$ cat config.mk
export PLATFORM = sky130hd
export DESIGN_NAME = adc_mode_gain_power_ctrl
export DESIGN_NICKNAME = d
export VERILOG_FILES = /design/src/common/cfg_pkg.sv /design/src/hw/adc_mode_gain_power_ctrl.sv
export SDC_FILE = /design/constraint.sdc
export NUM_CORES = 1
export LEC_CHECK = 0
export ABC_AREA = 1
export BUFFER_PORTS_ARGS = -buffer_cell sky130_fd_sc_hd__buf_2
export CORE_MARGIN = 2
export CORE_UTILIZATION = 47
export CTS_BUF_LIST = sky130_fd_sc_hd__clkbuf_16
export CTS_CLUSTER_SIZE = 20
export DETAILED_ROUTE_END_ITERATION = 8
export PLACE_DENSITY_LB_ADDON = 0.25
export SYNTH_ARGS = -nofsm -noshare
export SYNTH_HDL_FRONTEND = slang
export SYNTH_SLANG_ARGS = --single-unit
$ cat constraint.sdc
create_clock -name clock -period 1.9 [get_ports clock]
set_clock_uncertainty 0.05 [all_clocks]
set_input_delay 0.095 -clock clock [delete_from_list [all_inputs] [get_ports clock]]
set_output_delay 0.095 -clock clock [all_outputs]
set_load 0.005 [all_outputs]
$ cat src/common/cfg_pkg.sv
// Purpose: Constants for the converter mode, gain and power control block
// Assumes: Classic Wishbone slave, 32-bit data, 40 MHz clock
// Notes: Register offsets are byte addresses
package cfg_pkg;
   // Register byte offsets
   localparam logic [7:0] CTRL_OFS = 8'h00;
   localparam logic [7:0] STAT_OFS = 8'h04;
   localparam logic [7:0] GAIN_OFS = 8'h08;
   // Control register fields
   localparam int CAL_BIT = 7;
   localparam int PD_MSB = 6;
   localparam int PD_LSB = 4;
   localparam int GAIN_MSB = 3;
   localparam int GAIN_LSB = 0;
   localparam logic [11:0] CTRL_RESET = 12'h000;
   // Gain codes
   localparam logic [3:0] GAIN_SW = 4'h0;
   localparam logic [3:0] GAIN_RSVD = 4'hF;
   localparam logic [3:0] GAIN_DEFAULT = 4'h1;
   // Power-down codes
   localparam logic [2:0] PD_ALL_OFF = 3'h0;
   localparam logic [2:0] PD_ADC_ONLY = 3'h1;
   localparam logic [2:0] PD_FAST_ONLY = 3'h2;
   localparam logic [2:0] PD_LOWP_ONLY = 3'h3;
   localparam logic [2:0] PD_CMP_ALL = 3'h4;
   localparam logic [2:0] PD_ALL_ON = 3'h5;
   localparam logic [2:0] PD_RESET = 3'h7;
   // Power-up times
   localparam int CLK_MHZ = 40;
   localparam int TEXT_US = 15;
   localparam int TINT_US = 240;
   localparam int TEXT_CYC = TEXT_US * CLK_MHZ;
   localparam int TINT_CYC = TINT_US * CLK_MHZ;
   // Mode states
   typedef enum logic [1:0] {
      ST_BOOT = 2'b00,
      ST_REG = 2'b01,
      ST_PIN = 2'b10
   } mode_e;
endpackage

$ cat src/hw/adc_mode_gain_power_ctrl.sv
// Contract
// - Any gain pin high selects pin mode, all low selects register mode
// - Pin mode takes gain, power-down, reference and calibration from pins
// - Codes 0001 to 0111 give gains 1,2,3,4,6,8,12
// - Codes 1000 to 1110 give gains 16 to 128, bit3 leading
// - All gain pins low: gain comes from the control register field
// - Power-down code from register or from pins, by mode
// - Codes 000 off, 001 converters, 010 fast pair, 011 low-power pair
// - Code 100 all comparators, 101 everything on
// - Code 111 all off; in pin mode it also resets the device
// - Device reset clears registers and powers every unit down
// - Power-up sets every internal register to zero
// - Register mode starts powered down with gain 1 until a write
// - Control bits 6..4 power-down code, bits 3..0 gain code
// - Control bit 7 starts offset calibration
//
// Purpose: Mode, gain and power-down selection of a dual converter
// Assumes: Pins synchronous to clock; classic Wishbone register access
// Notes: Status reports readiness once the power-up time has elapsed
`timescale 1ns/10ps
`default_nettype none
module adc_mode_gain_power_ctrl
   import cfg_pkg::*;
(
   // Clock and reset
   input wire logic clock,
   input wire logic rst,
   // Configuration pins
   input wire logic gain_select_bit3,
   input wire logic gain_select_bit2,
   input wire logic gain_select_bit1,
   input wire logic gain_select_bit0,
   input wire logic powerdown_sel_bit2,
   input wire logic powerdown_sel_bit1,
   input wire logic powerdown_sel_bit0,
   input wire logic reference_choice_pin,
   input wire logic cal_pin,
   // Wishbone slave
   input wire logic wb_cyc_i,
   input wire logic wb_stb_i,
   input wire logic wb_we_i,
   input wire logic [7:0] wb_adr_i,
   input wire logic [3:0] wb_sel_i,
   input wire logic [31:0] wb_dat_i,
   output logic [31:0] wb_dat_o,
   output logic wb_ack_o,
   output logic wb_err_o,
   // Analog control outputs
   output logic [3:0] pga_gain,
   output logic [7:0] gain_value,
   output logic lowp_cmp_on,
   output logic fast_cmp_on,
   output logic adc_on,
   output logic int_ref_sel,
   output logic cal_start,
   output logic pin_mode,
   output logic powered_up
);

   typedef struct packed {
      mode_e mode;
      logic pins_valid;
      logic [3:0] gain_pins;
      logic [2:0] pd_pins;
      logic ref_pin;
      logic cal_pin;
      logic [11:0] ctrl;
      logic [3:0] gain;
      logic [2:0] pd;
      logic cal;
      logic int_ref;
      logic [13:0] up_cnt;
      logic ready;
      logic ack;
      logic err;
      logic [31:0] rdata;
   } state_s;

   state_s st_r;
   state_s st_nxt;
   logic wb_req;
   logic [3:0] sel_gain;
   logic [2:0] sel_pd;
   logic sel_cal;
   logic pin_reset;
   logic [13:0] up_target;

   assign wb_req = wb_cyc_i & wb_stb_i & ~st_r.ack & ~st_r.err;

   // Effective sources chosen from captured pins in pin mode, from the control register otherwise
   always_comb begin
      if (st_r.mode == ST_PIN) begin
         sel_gain = st_r.gain_pins;
         sel_pd = st_r.pd_pins;
         sel_cal = st_r.cal_pin;
      end else begin
         sel_gain = st_r.ctrl[GAIN_MSB:GAIN_LSB];
         sel_pd = st_r.ctrl[PD_MSB:PD_LSB];
         sel_cal = st_r.ctrl[CAL_BIT];
      end
      pin_reset = (st_r.mode == ST_PIN) && (st_r.pd_pins == PD_RESET);
      up_target = st_r.int_ref ? 14'(TINT_CYC) : 14'(TEXT_CYC);
   end

   // Next state of the whole block
   always_comb begin
      st_nxt = st_r;
      st_nxt.ack = 1'b0;
      st_nxt.err = 1'b0;
      // Pins captured first, used a cycle later
      st_nxt.gain_pins = {gain_select_bit3, gain_select_bit2,
                          gain_select_bit1, gain_select_bit0};
      st_nxt.pd_pins = {powerdown_sel_bit2, powerdown_sel_bit1,
                        powerdown_sel_bit0};
      st_nxt.ref_pin = reference_choice_pin;
      st_nxt.cal_pin = cal_pin;
      unique case (st_r.mode)
         ST_BOOT: begin
            st_nxt.up_cnt = '0;
            if (!st_r.pins_valid) begin
               // Capture register still holds its reset zeros
               st_nxt.pins_valid = 1'b1;
            end else begin
               // Mode decided once from pins seen at power-up
               st_nxt.int_ref = st_r.ref_pin;
               if (st_r.gain_pins != GAIN_SW) begin
                  st_nxt.mode = ST_PIN;
               end else begin
                  st_nxt.mode = ST_REG;
               end
            end
         end
         ST_REG, ST_PIN: begin
            if (!st_r.ready) begin
               if (st_r.up_cnt >= up_target - 14'd1) begin
                  st_nxt.ready = 1'b1;
               end else begin
                  st_nxt.up_cnt = st_r.up_cnt + 14'd1;
               end
            end
            // Reserved gain code keeps the applied gain
            if (sel_gain != GAIN_RSVD && sel_gain != GAIN_SW) begin
               st_nxt.gain = sel_gain;
            end else if (sel_gain == GAIN_SW) begin
               st_nxt.gain = GAIN_DEFAULT;
            end
            st_nxt.pd = sel_pd;
            st_nxt.cal = sel_cal;
         end
         default: st_nxt.mode = ST_BOOT;
      endcase
      // Register access, one wait-state ack
      if (wb_req) begin
         unique case (wb_adr_i)
            CTRL_OFS: begin
               st_nxt.ack = 1'b1;
               st_nxt.rdata = {20'h0_0000, st_r.ctrl};
               if (wb_we_i) begin
                  if (wb_sel_i[0]) begin
                     st_nxt.ctrl[7:0] = wb_dat_i[7:0];
                  end
                  if (wb_sel_i[1]) begin
                     st_nxt.ctrl[11:8] = wb_dat_i[11:8];
                  end
               end
            end
            STAT_OFS: begin
               st_nxt.ack = 1'b1;
               st_nxt.rdata = {24'h00_0000, st_r.ready, st_r.int_ref,
                               st_r.mode == ST_PIN, st_r.cal, 1'b0,
                               st_r.pd};
            end
            GAIN_OFS: begin
               st_nxt.ack = 1'b1;
               st_nxt.rdata = {28'h000_0000, st_r.gain};
            end
            default: begin
               st_nxt.err = 1'b1;
               st_nxt.rdata = '0;
            end
         endcase
      end
      // Pin-mode reset code clears control, gain, power-down and calibration registers
      if (pin_reset) begin
         st_nxt.ctrl = CTRL_RESET;
         st_nxt.gain = GAIN_SW;
         st_nxt.pd = PD_ALL_OFF;
         st_nxt.cal = 1'b0;
      end
   end

   // State register, all zero after reset
   always_ff @(posedge clock) begin
      if (rst) begin
         st_r <= '0;
      end else begin
         st_r <= st_nxt;
      end
   end

   // Gain code to integer gain
   always_comb begin
      unique case (st_r.gain)
         4'h1: gain_value = 8'h01;
         4'h2: gain_value = 8'h02;
         4'h3: gain_value = 8'h03;
         4'h4: gain_value = 8'h04;
         4'h5: gain_value = 8'h06;
         4'h6: gain_value = 8'h08;
         4'h7: gain_value = 8'h0C;
         4'h8: gain_value = 8'h10;
         4'h9: gain_value = 8'h18;
         4'hA: gain_value = 8'h20;
         4'hB: gain_value = 8'h30;
         4'hC: gain_value = 8'h40;
         4'hD: gain_value = 8'h60;
         4'hE: gain_value = 8'h80;
         default: gain_value = 8'h00;
      endcase
   end

   // Power-down decode; boot state keeps everything off
   always_comb begin
      lowp_cmp_on = 1'b0;
      fast_cmp_on = 1'b0;
      adc_on = 1'b0;
      unique case (st_r.pd)
         PD_ADC_ONLY: adc_on = 1'b1;
         PD_FAST_ONLY: fast_cmp_on = 1'b1;
         PD_LOWP_ONLY: lowp_cmp_on = 1'b1;
         PD_CMP_ALL: begin
            lowp_cmp_on = 1'b1;
            fast_cmp_on = 1'b1;
         end
         PD_ALL_ON: begin
            lowp_cmp_on = 1'b1;
            fast_cmp_on = 1'b1;
            adc_on = 1'b1;
         end
         default: ; // Codes 000, 110, 111 all off
      endcase
   end

   assign pga_gain = st_r.gain;
   assign int_ref_sel = st_r.int_ref;
   assign cal_start = st_r.cal;
   assign pin_mode = (st_r.mode == ST_PIN);
   assign powered_up = st_r.ready;
   assign wb_dat_o = st_r.rdata;
   assign wb_ack_o = st_r.ack;
   assign wb_err_o = st_r.err;

   // Mode is chosen once, from pins captured after reset
   chk_mode_from_pins: assert property (
      @(posedge clock) disable iff (rst)
      st_r.mode == ST_BOOT && st_r.pins_valid
      |=> (st_r.mode == ST_PIN) == $past(st_r.gain_pins != 4'h0))
      else $error("mode not chosen from pins");
   chk_mode_held: assert property (
      @(posedge clock) disable iff (rst)
      st_r.mode != ST_BOOT |=> $stable(st_r.mode))
      else $error("mode changed after boot");

   // Pin-mode sources, one clock behind the captured pins
   chk_pin_gain_follow: assert property (
      @(posedge clock) disable iff (rst)
      st_r.mode == ST_PIN && !pin_reset && st_r.gain_pins != 4'hF
      && st_r.gain_pins != 4'h0 |=> pga_gain == $past(st_r.gain_pins))
      else $error("pin gain not applied");
   chk_pin_pd_source: assert property (
      @(posedge clock) disable iff (rst)
      st_r.mode == ST_PIN && !pin_reset |=> st_r.pd == $past(st_r.pd_pins))
      else $error("pin power-down not applied");
   chk_pin_cal_follow: assert property (
      @(posedge clock) disable iff (rst)
      st_r.mode == ST_PIN && !pin_reset |=> cal_start == $past(st_r.cal_pin))
      else $error("pin calibration not applied");
   chk_rsvd_gain_keep: assert property (
      @(posedge clock) disable iff (rst)
      st_r.mode == ST_PIN && st_r.gain_pins == 4'hF && !pin_reset
      |=> $stable(pga_gain))
      else $error("reserved gain changed gain");

   // Register-mode sources, one clock behind the control register
   chk_reg_gain_field: assert property (
      @(posedge clock) disable iff (rst)
      st_r.mode == ST_REG && st_r.ctrl[3:0] inside {[4'h1:4'hE]}
      |=> pga_gain == $past(st_r.ctrl[3:0]))
      else $error("register gain not applied");
   chk_reg_default_gain: assert property (
      @(posedge clock) disable iff (rst)
      st_r.mode == ST_REG && st_r.ctrl[3:0] == 4'h0 |=> pga_gain == 4'h1)
      else $error("default gain not one");
   chk_rsvd_reg_keep: assert property (
      @(posedge clock) disable iff (rst)
      st_r.mode == ST_REG && st_r.ctrl[3:0] == 4'hF |=> $stable(pga_gain))
      else $error("reserved register gain changed gain");
   chk_reg_pd_field: assert property (
      @(posedge clock) disable iff (rst)
      st_r.mode == ST_REG |=> st_r.pd == $past(st_r.ctrl[6:4]))
      else $error("register power-down not applied");
   chk_reg_cal_bit: assert property (
      @(posedge clock) disable iff (rst)
      st_r.mode == ST_REG && !pin_reset |=> cal_start == $past(st_r.ctrl[7]))
      else $error("calibration bit not applied");

   // Power-down decode, one code at a time
   chk_adc_only_code: assert property (
      @(posedge clock) disable iff (rst) st_r.pd == PD_ADC_ONLY
      |-> adc_on && !lowp_cmp_on && !fast_cmp_on)
      else $error("code 001 decode wrong");
   chk_fast_only_code: assert property (
      @(posedge clock) disable iff (rst) st_r.pd == PD_FAST_ONLY
      |-> fast_cmp_on && !lowp_cmp_on && !adc_on)
      else $error("code 010 decode wrong");
   chk_lowp_only_code: assert property (
      @(posedge clock) disable iff (rst) st_r.pd == PD_LOWP_ONLY
      |-> lowp_cmp_on && !fast_cmp_on && !adc_on)
      else $error("code 011 decode wrong");
   chk_cmp_all_code: assert property (
      @(posedge clock) disable iff (rst) st_r.pd == PD_CMP_ALL
      |-> lowp_cmp_on && fast_cmp_on && !adc_on)
      else $error("code 100 decode wrong");
   chk_full_power_on: assert property (
      @(posedge clock) disable iff (rst) st_r.pd == PD_ALL_ON
      |-> lowp_cmp_on && fast_cmp_on && adc_on)
      else $error("code 101 not fully on");

   // Both kinds of reset leave control and gain clear, calibration and units off
   chk_pin_reset_clear: assert property (
      @(posedge clock) disable iff (rst)
      pin_reset |=> st_r.ctrl == 12'h000 && !adc_on && !fast_cmp_on)
      else $error("pin reset did not clear");
   chk_pin_reset_gain: assert property (
      @(posedge clock) disable iff (rst)
      pin_reset |=> pga_gain == 4'h0 && !lowp_cmp_on && !cal_start)
      else $error("pin reset left gain or units set");
   chk_reset_zero: assert property (
      @(posedge clock)
      rst |=> st_r.ctrl == 12'h000 && pga_gain == 4'h0 && !adc_on)
      else $error("reset did not zero state");
   chk_reset_powered_down: assert property (
      @(posedge clock) rst
      |=> !lowp_cmp_on && !fast_cmp_on && !cal_start && !powered_up)
      else $error("reset left a unit on");

endmodule
`default_nettype wire

==> key figures <==
Worst hold path
  – Worst min-delay path class: primary input to register
  – Worst Hold Launch: wb_adr_i[3]
  – Hold path endpoint: wb_err_o
  – Hold Crit Depth: 3

Clocking
  – CTS buffer count: 9
  – Maximum root-to-sink buffer count: 2
  – CTS tree: yes
  – H-tree lvl count: 3
  – Clock Pin Slew Worst Setup and Hold Paths: roughly 0.07 ns
  – Root Driver: clkbuf_16
  – Skew-Pair Late Insertion Delay: 0.33 ns
  – Clock Sinks: 70

Yosys
  – Most frequent cell after synthesis: nand2_1
  – Ys flop type: dfxtp_1
  – Asr flop ratio synth: 0%
  – Yosys synthesis warning count: 0
  – Synth area leader: dfxtp_1
  – EDFF count, synth: 0
  – Synth top area share: 37.8%
  – Mapped cell area: 3710 um2
  – Synth Instances: 531
  – Post-synth top cells: nand2_1 (136), dfxtp_1 (70), inv_1 (52)
  – Synth area leaders: dfxtp_1 (38%), nand2_1 (14%), buf_4 (7.7%)
  – Average size of a mapped cell: 6.99 um2
  – Flops & latches, synth: 70
  – Library cells used by synthesis: 38
  – Sequential-to-total area share from yosys stat: 37.8%

Final layout
  – Design Area, Final: 4640 um2
  – Share of layout cells above drive strength 1: 24.1%
  – Post-layout net count: 685
  – FF/Latch Area: about 1400 um2
  – # diodes: 0
  – Area growth, synth to finish: 25.1%
  – Multi-input gate area in the final layout: about 1900 um2
  – Count of filler cells inserted in the layout: 731
  – Final Util: roughly 60%

Worst setup path
  – Crit end category: register
  – Worst Path Max Fanout: 5
  – Reg-to-reg startpoint: int_ref_sel
  – CP max stage delay: 0.34 ns
  – CP Cell Sequence: buf_6 > ha_4 > nand2_2 > inv_2 > nand3_1 > nor2_1 > o21ai_1 > nand2_1 > nand2_2 > buf_6 > buf_6 > buf_6 > a21oi_2
  – Delay-heaviest family, CP: buffers and inverters
  – CP required: between 2 and 2.5 ns
  – Crit path top cell by count: buf_6
  – Worst Path Arrival: 2.07 ns
  – Worst path depth: 13
  – RR Endpoint: powered_up
  – Reg-to-reg slack, setup: 0.04 ns
  – R2R depth: 13
  – Critical path start-end classification: register to register
  – CP bufs+invs: 5
  – Slowest CP cell: dfxtp_2
  – Crit start category: register

Routing
  – Via density: 4.92
  – Vias: 3561
  – DRT antenna net count: 0
  – Total iterations of the first detailed-routing run: 5
  – Total Wirelength: 9110 um
  – Number of remaining DRC errors: 0
  – Iter 0 DRT Violations: 204
  – WL per Instance: 12.6 um

GRT
  – GR Overflow Total: 0
  – GRT met2 Usage: between 30% and 40%
  – Initial antenna violation count: 0
  – GR Util met1: between 20% and 30%
  – Gr usage total: 21.4%
  – Most used routing layer in global routing: met2
  – GR Util met3: 4.72%
  – First-pass GRT wire length: 14700 um
  – Largest net degree at the start of global routing: 31
  – Vias in the first global route: 3346

STA
  – # setup viols final: 0
  – Final hold vios: 0
  – Period utilization: 98.0%
  – Fmax: 537 MHz
  – RSZ-0062 raised after global routing: yes
  – Fin crit period: 1.86 ns
  – Final worst slack: between 0.03 and 0.04 ns
  – Fin. max-slew vios: 0
  – Hold Slack: ~0.066 ns

Placement
  – Area post-placement: 4020 um2
  – Pre-CTS setup slack: -0.0227 ns
  – Port bufs: slightly below 70
  – Final GP Congestion: 0.903
  – HPWL Detailed: 6310 um

Die
  – Die area: 8620 um2
  – Initial core utilization: between 40% and 50%
  – Row cnt: 32
  – Core Region: 7690 um2
  – Top Ports: 111
  – Die Y: 92.9 um
  – Die Width: 92.9 um

Power and ir drop
  – Leak Pwr: 2.12 nW
  – Sw frac: a little under a third
  – Comb pwr share: roughly 22%
  – Total chip power: 4.20 mW
  – Cell Int Power: about 2.9 mW
  – PD cells: 905 nW/um2
  – Peak VDD IR: 469 uV
  – Clock share of power: 38.3%
  – Net Switching: ~1.3 mW
  – Register share of total power: 39.3%

Run status
  – Status: finished clean

Run
  – Max-cap viol count: 0
[stage by stage]
step | setup TNS, ns | instances
final | 0 | 724
after global routing | -0.181 | 724
after CTS | 0 | 721
after floorplan | 0 | 550
after global placement | 0 | 684
after detailed placement | -0.0912 | 684
[how the worst max path moves through the flow]
stage	from	endpoint	slack, ns
3_3_place_gp	int_ref_sel	st_r[43]	0.03
4_1_cts	int_ref_sel	st_r[43]	0.03
2_1_floorplan	st_r[81]	st_r[38]	0.14
5_1_grt	int_ref_sel	powered_up	-0.07
3_5_place_dp	int_ref_sel	st_r[43]	-0.02
6_report	int_ref_sel	powered_up	0.04
[cell families (layout without fill, tap and decap cells)]
kind of cell               count (synthesis)  after routing  synth area share, %
buffers and inverters                    111            183                 15.3
AOI/OAI and AO/OA                         68             68                 10.8
and+or+nand+nor                          270            270                 32.4
other                                      1             20                0.101
adders and majority gates                 10             10                 3.37
xor gates and xnor gates                   1              1                0.236
DFF                                       70             70                 37.8
[state kept, by name (all words and copies together), names as in the netlist]
register,count
st_r,41
wb_dat_o,12
gain_value,8
pga_gain,4
cal_start,1
int_ref_sel,1
powered_up,1
wb_ack_o,1
wb_err_o,1
[metal layers]
layer | wire (um) | vias to the layer above
met5 | 0 | -
met1 | 4220 | 1610
met3 | 563 | 12
met4 | 142 | 0
met2 | 4180 | 124
li1 | - | 1815
[placed cells by master (no fill, tap or decap), types with 2 or more instances in the layout]
cell / Yosys / layout
nand2_1: 136 / 131
dfxtp_1: 70 / 68
buf_2: 5 / 68
inv_1: 52 / 49
nand3_1: 49 / 49
nor2_1: 47 / 46
a21oi_1: 42 / 39
dlygate4sd3_1: 0 / 21
conb_1: 1 / 20
nand2_2: 10 / 15
o21ai_0: 15 / 14
buf_4: 38 / 12
nor3_1: 11 / 10
inv_2: 7 / 9
clkbuf_16: 0 / 9
ha_1: 10 / 6
buf_6: 0 / 5
o21bai_1: 4 / 4
ha_4: 0 / 4
nor2_2: 2 / 3
nand4_1: 3 / 3
a21oi_2: 0 / 3
inv_6: 0 / 3
inv_4: 1 / 2
o21bai_4: 2 / 2
o211ai_1: 2 / 2
nand3b_1: 2 / 2
clkinvlp_4: 0 / 2
dfxtp_2: 0 / 2
[power groups by stage]
stage                     Sequential (mW)  Combinational [mW]  Clock, mW
after floorplan                      1.66               0.612          0
after global placement               1.67               0.805          0
after detailed placement             1.67               0.826          0
after CTS                            1.64               0.873       1.63
after global routing                 1.66                1.06       1.70
final                                1.65               0.942       1.61
[what timing repair did]
item	4_1_cts	5_1_grt
setup buffers	0	3
hold endpoints to repair	21	0
resized for setup	2	28
setup endpoints to repair	9	23
pin swaps	0	11
hold buffers	21	0
gates cloned	0	0
[cell type report]
cell class                      instances  share of cell area [%]
Tap cell                              102                    2.75
Clock buffer                            9                    4.85
Sequential cell                        70                    30.2
Multi-Input combinational cell        369                    40.8
Timing Repair Buffer                  106                    15.0
Inverter                               61                    5.04
Clock inverter                          7                    1.32
[tightest hold or removal path, delay by kind of cell]
family	cells	cell delay (ns)
and+or+nand+nor	1	0.13
buffers and inverters	1	0.10
AOI/OAI and AO/OA	1	0.07
(Power assumes the default switching activity.)
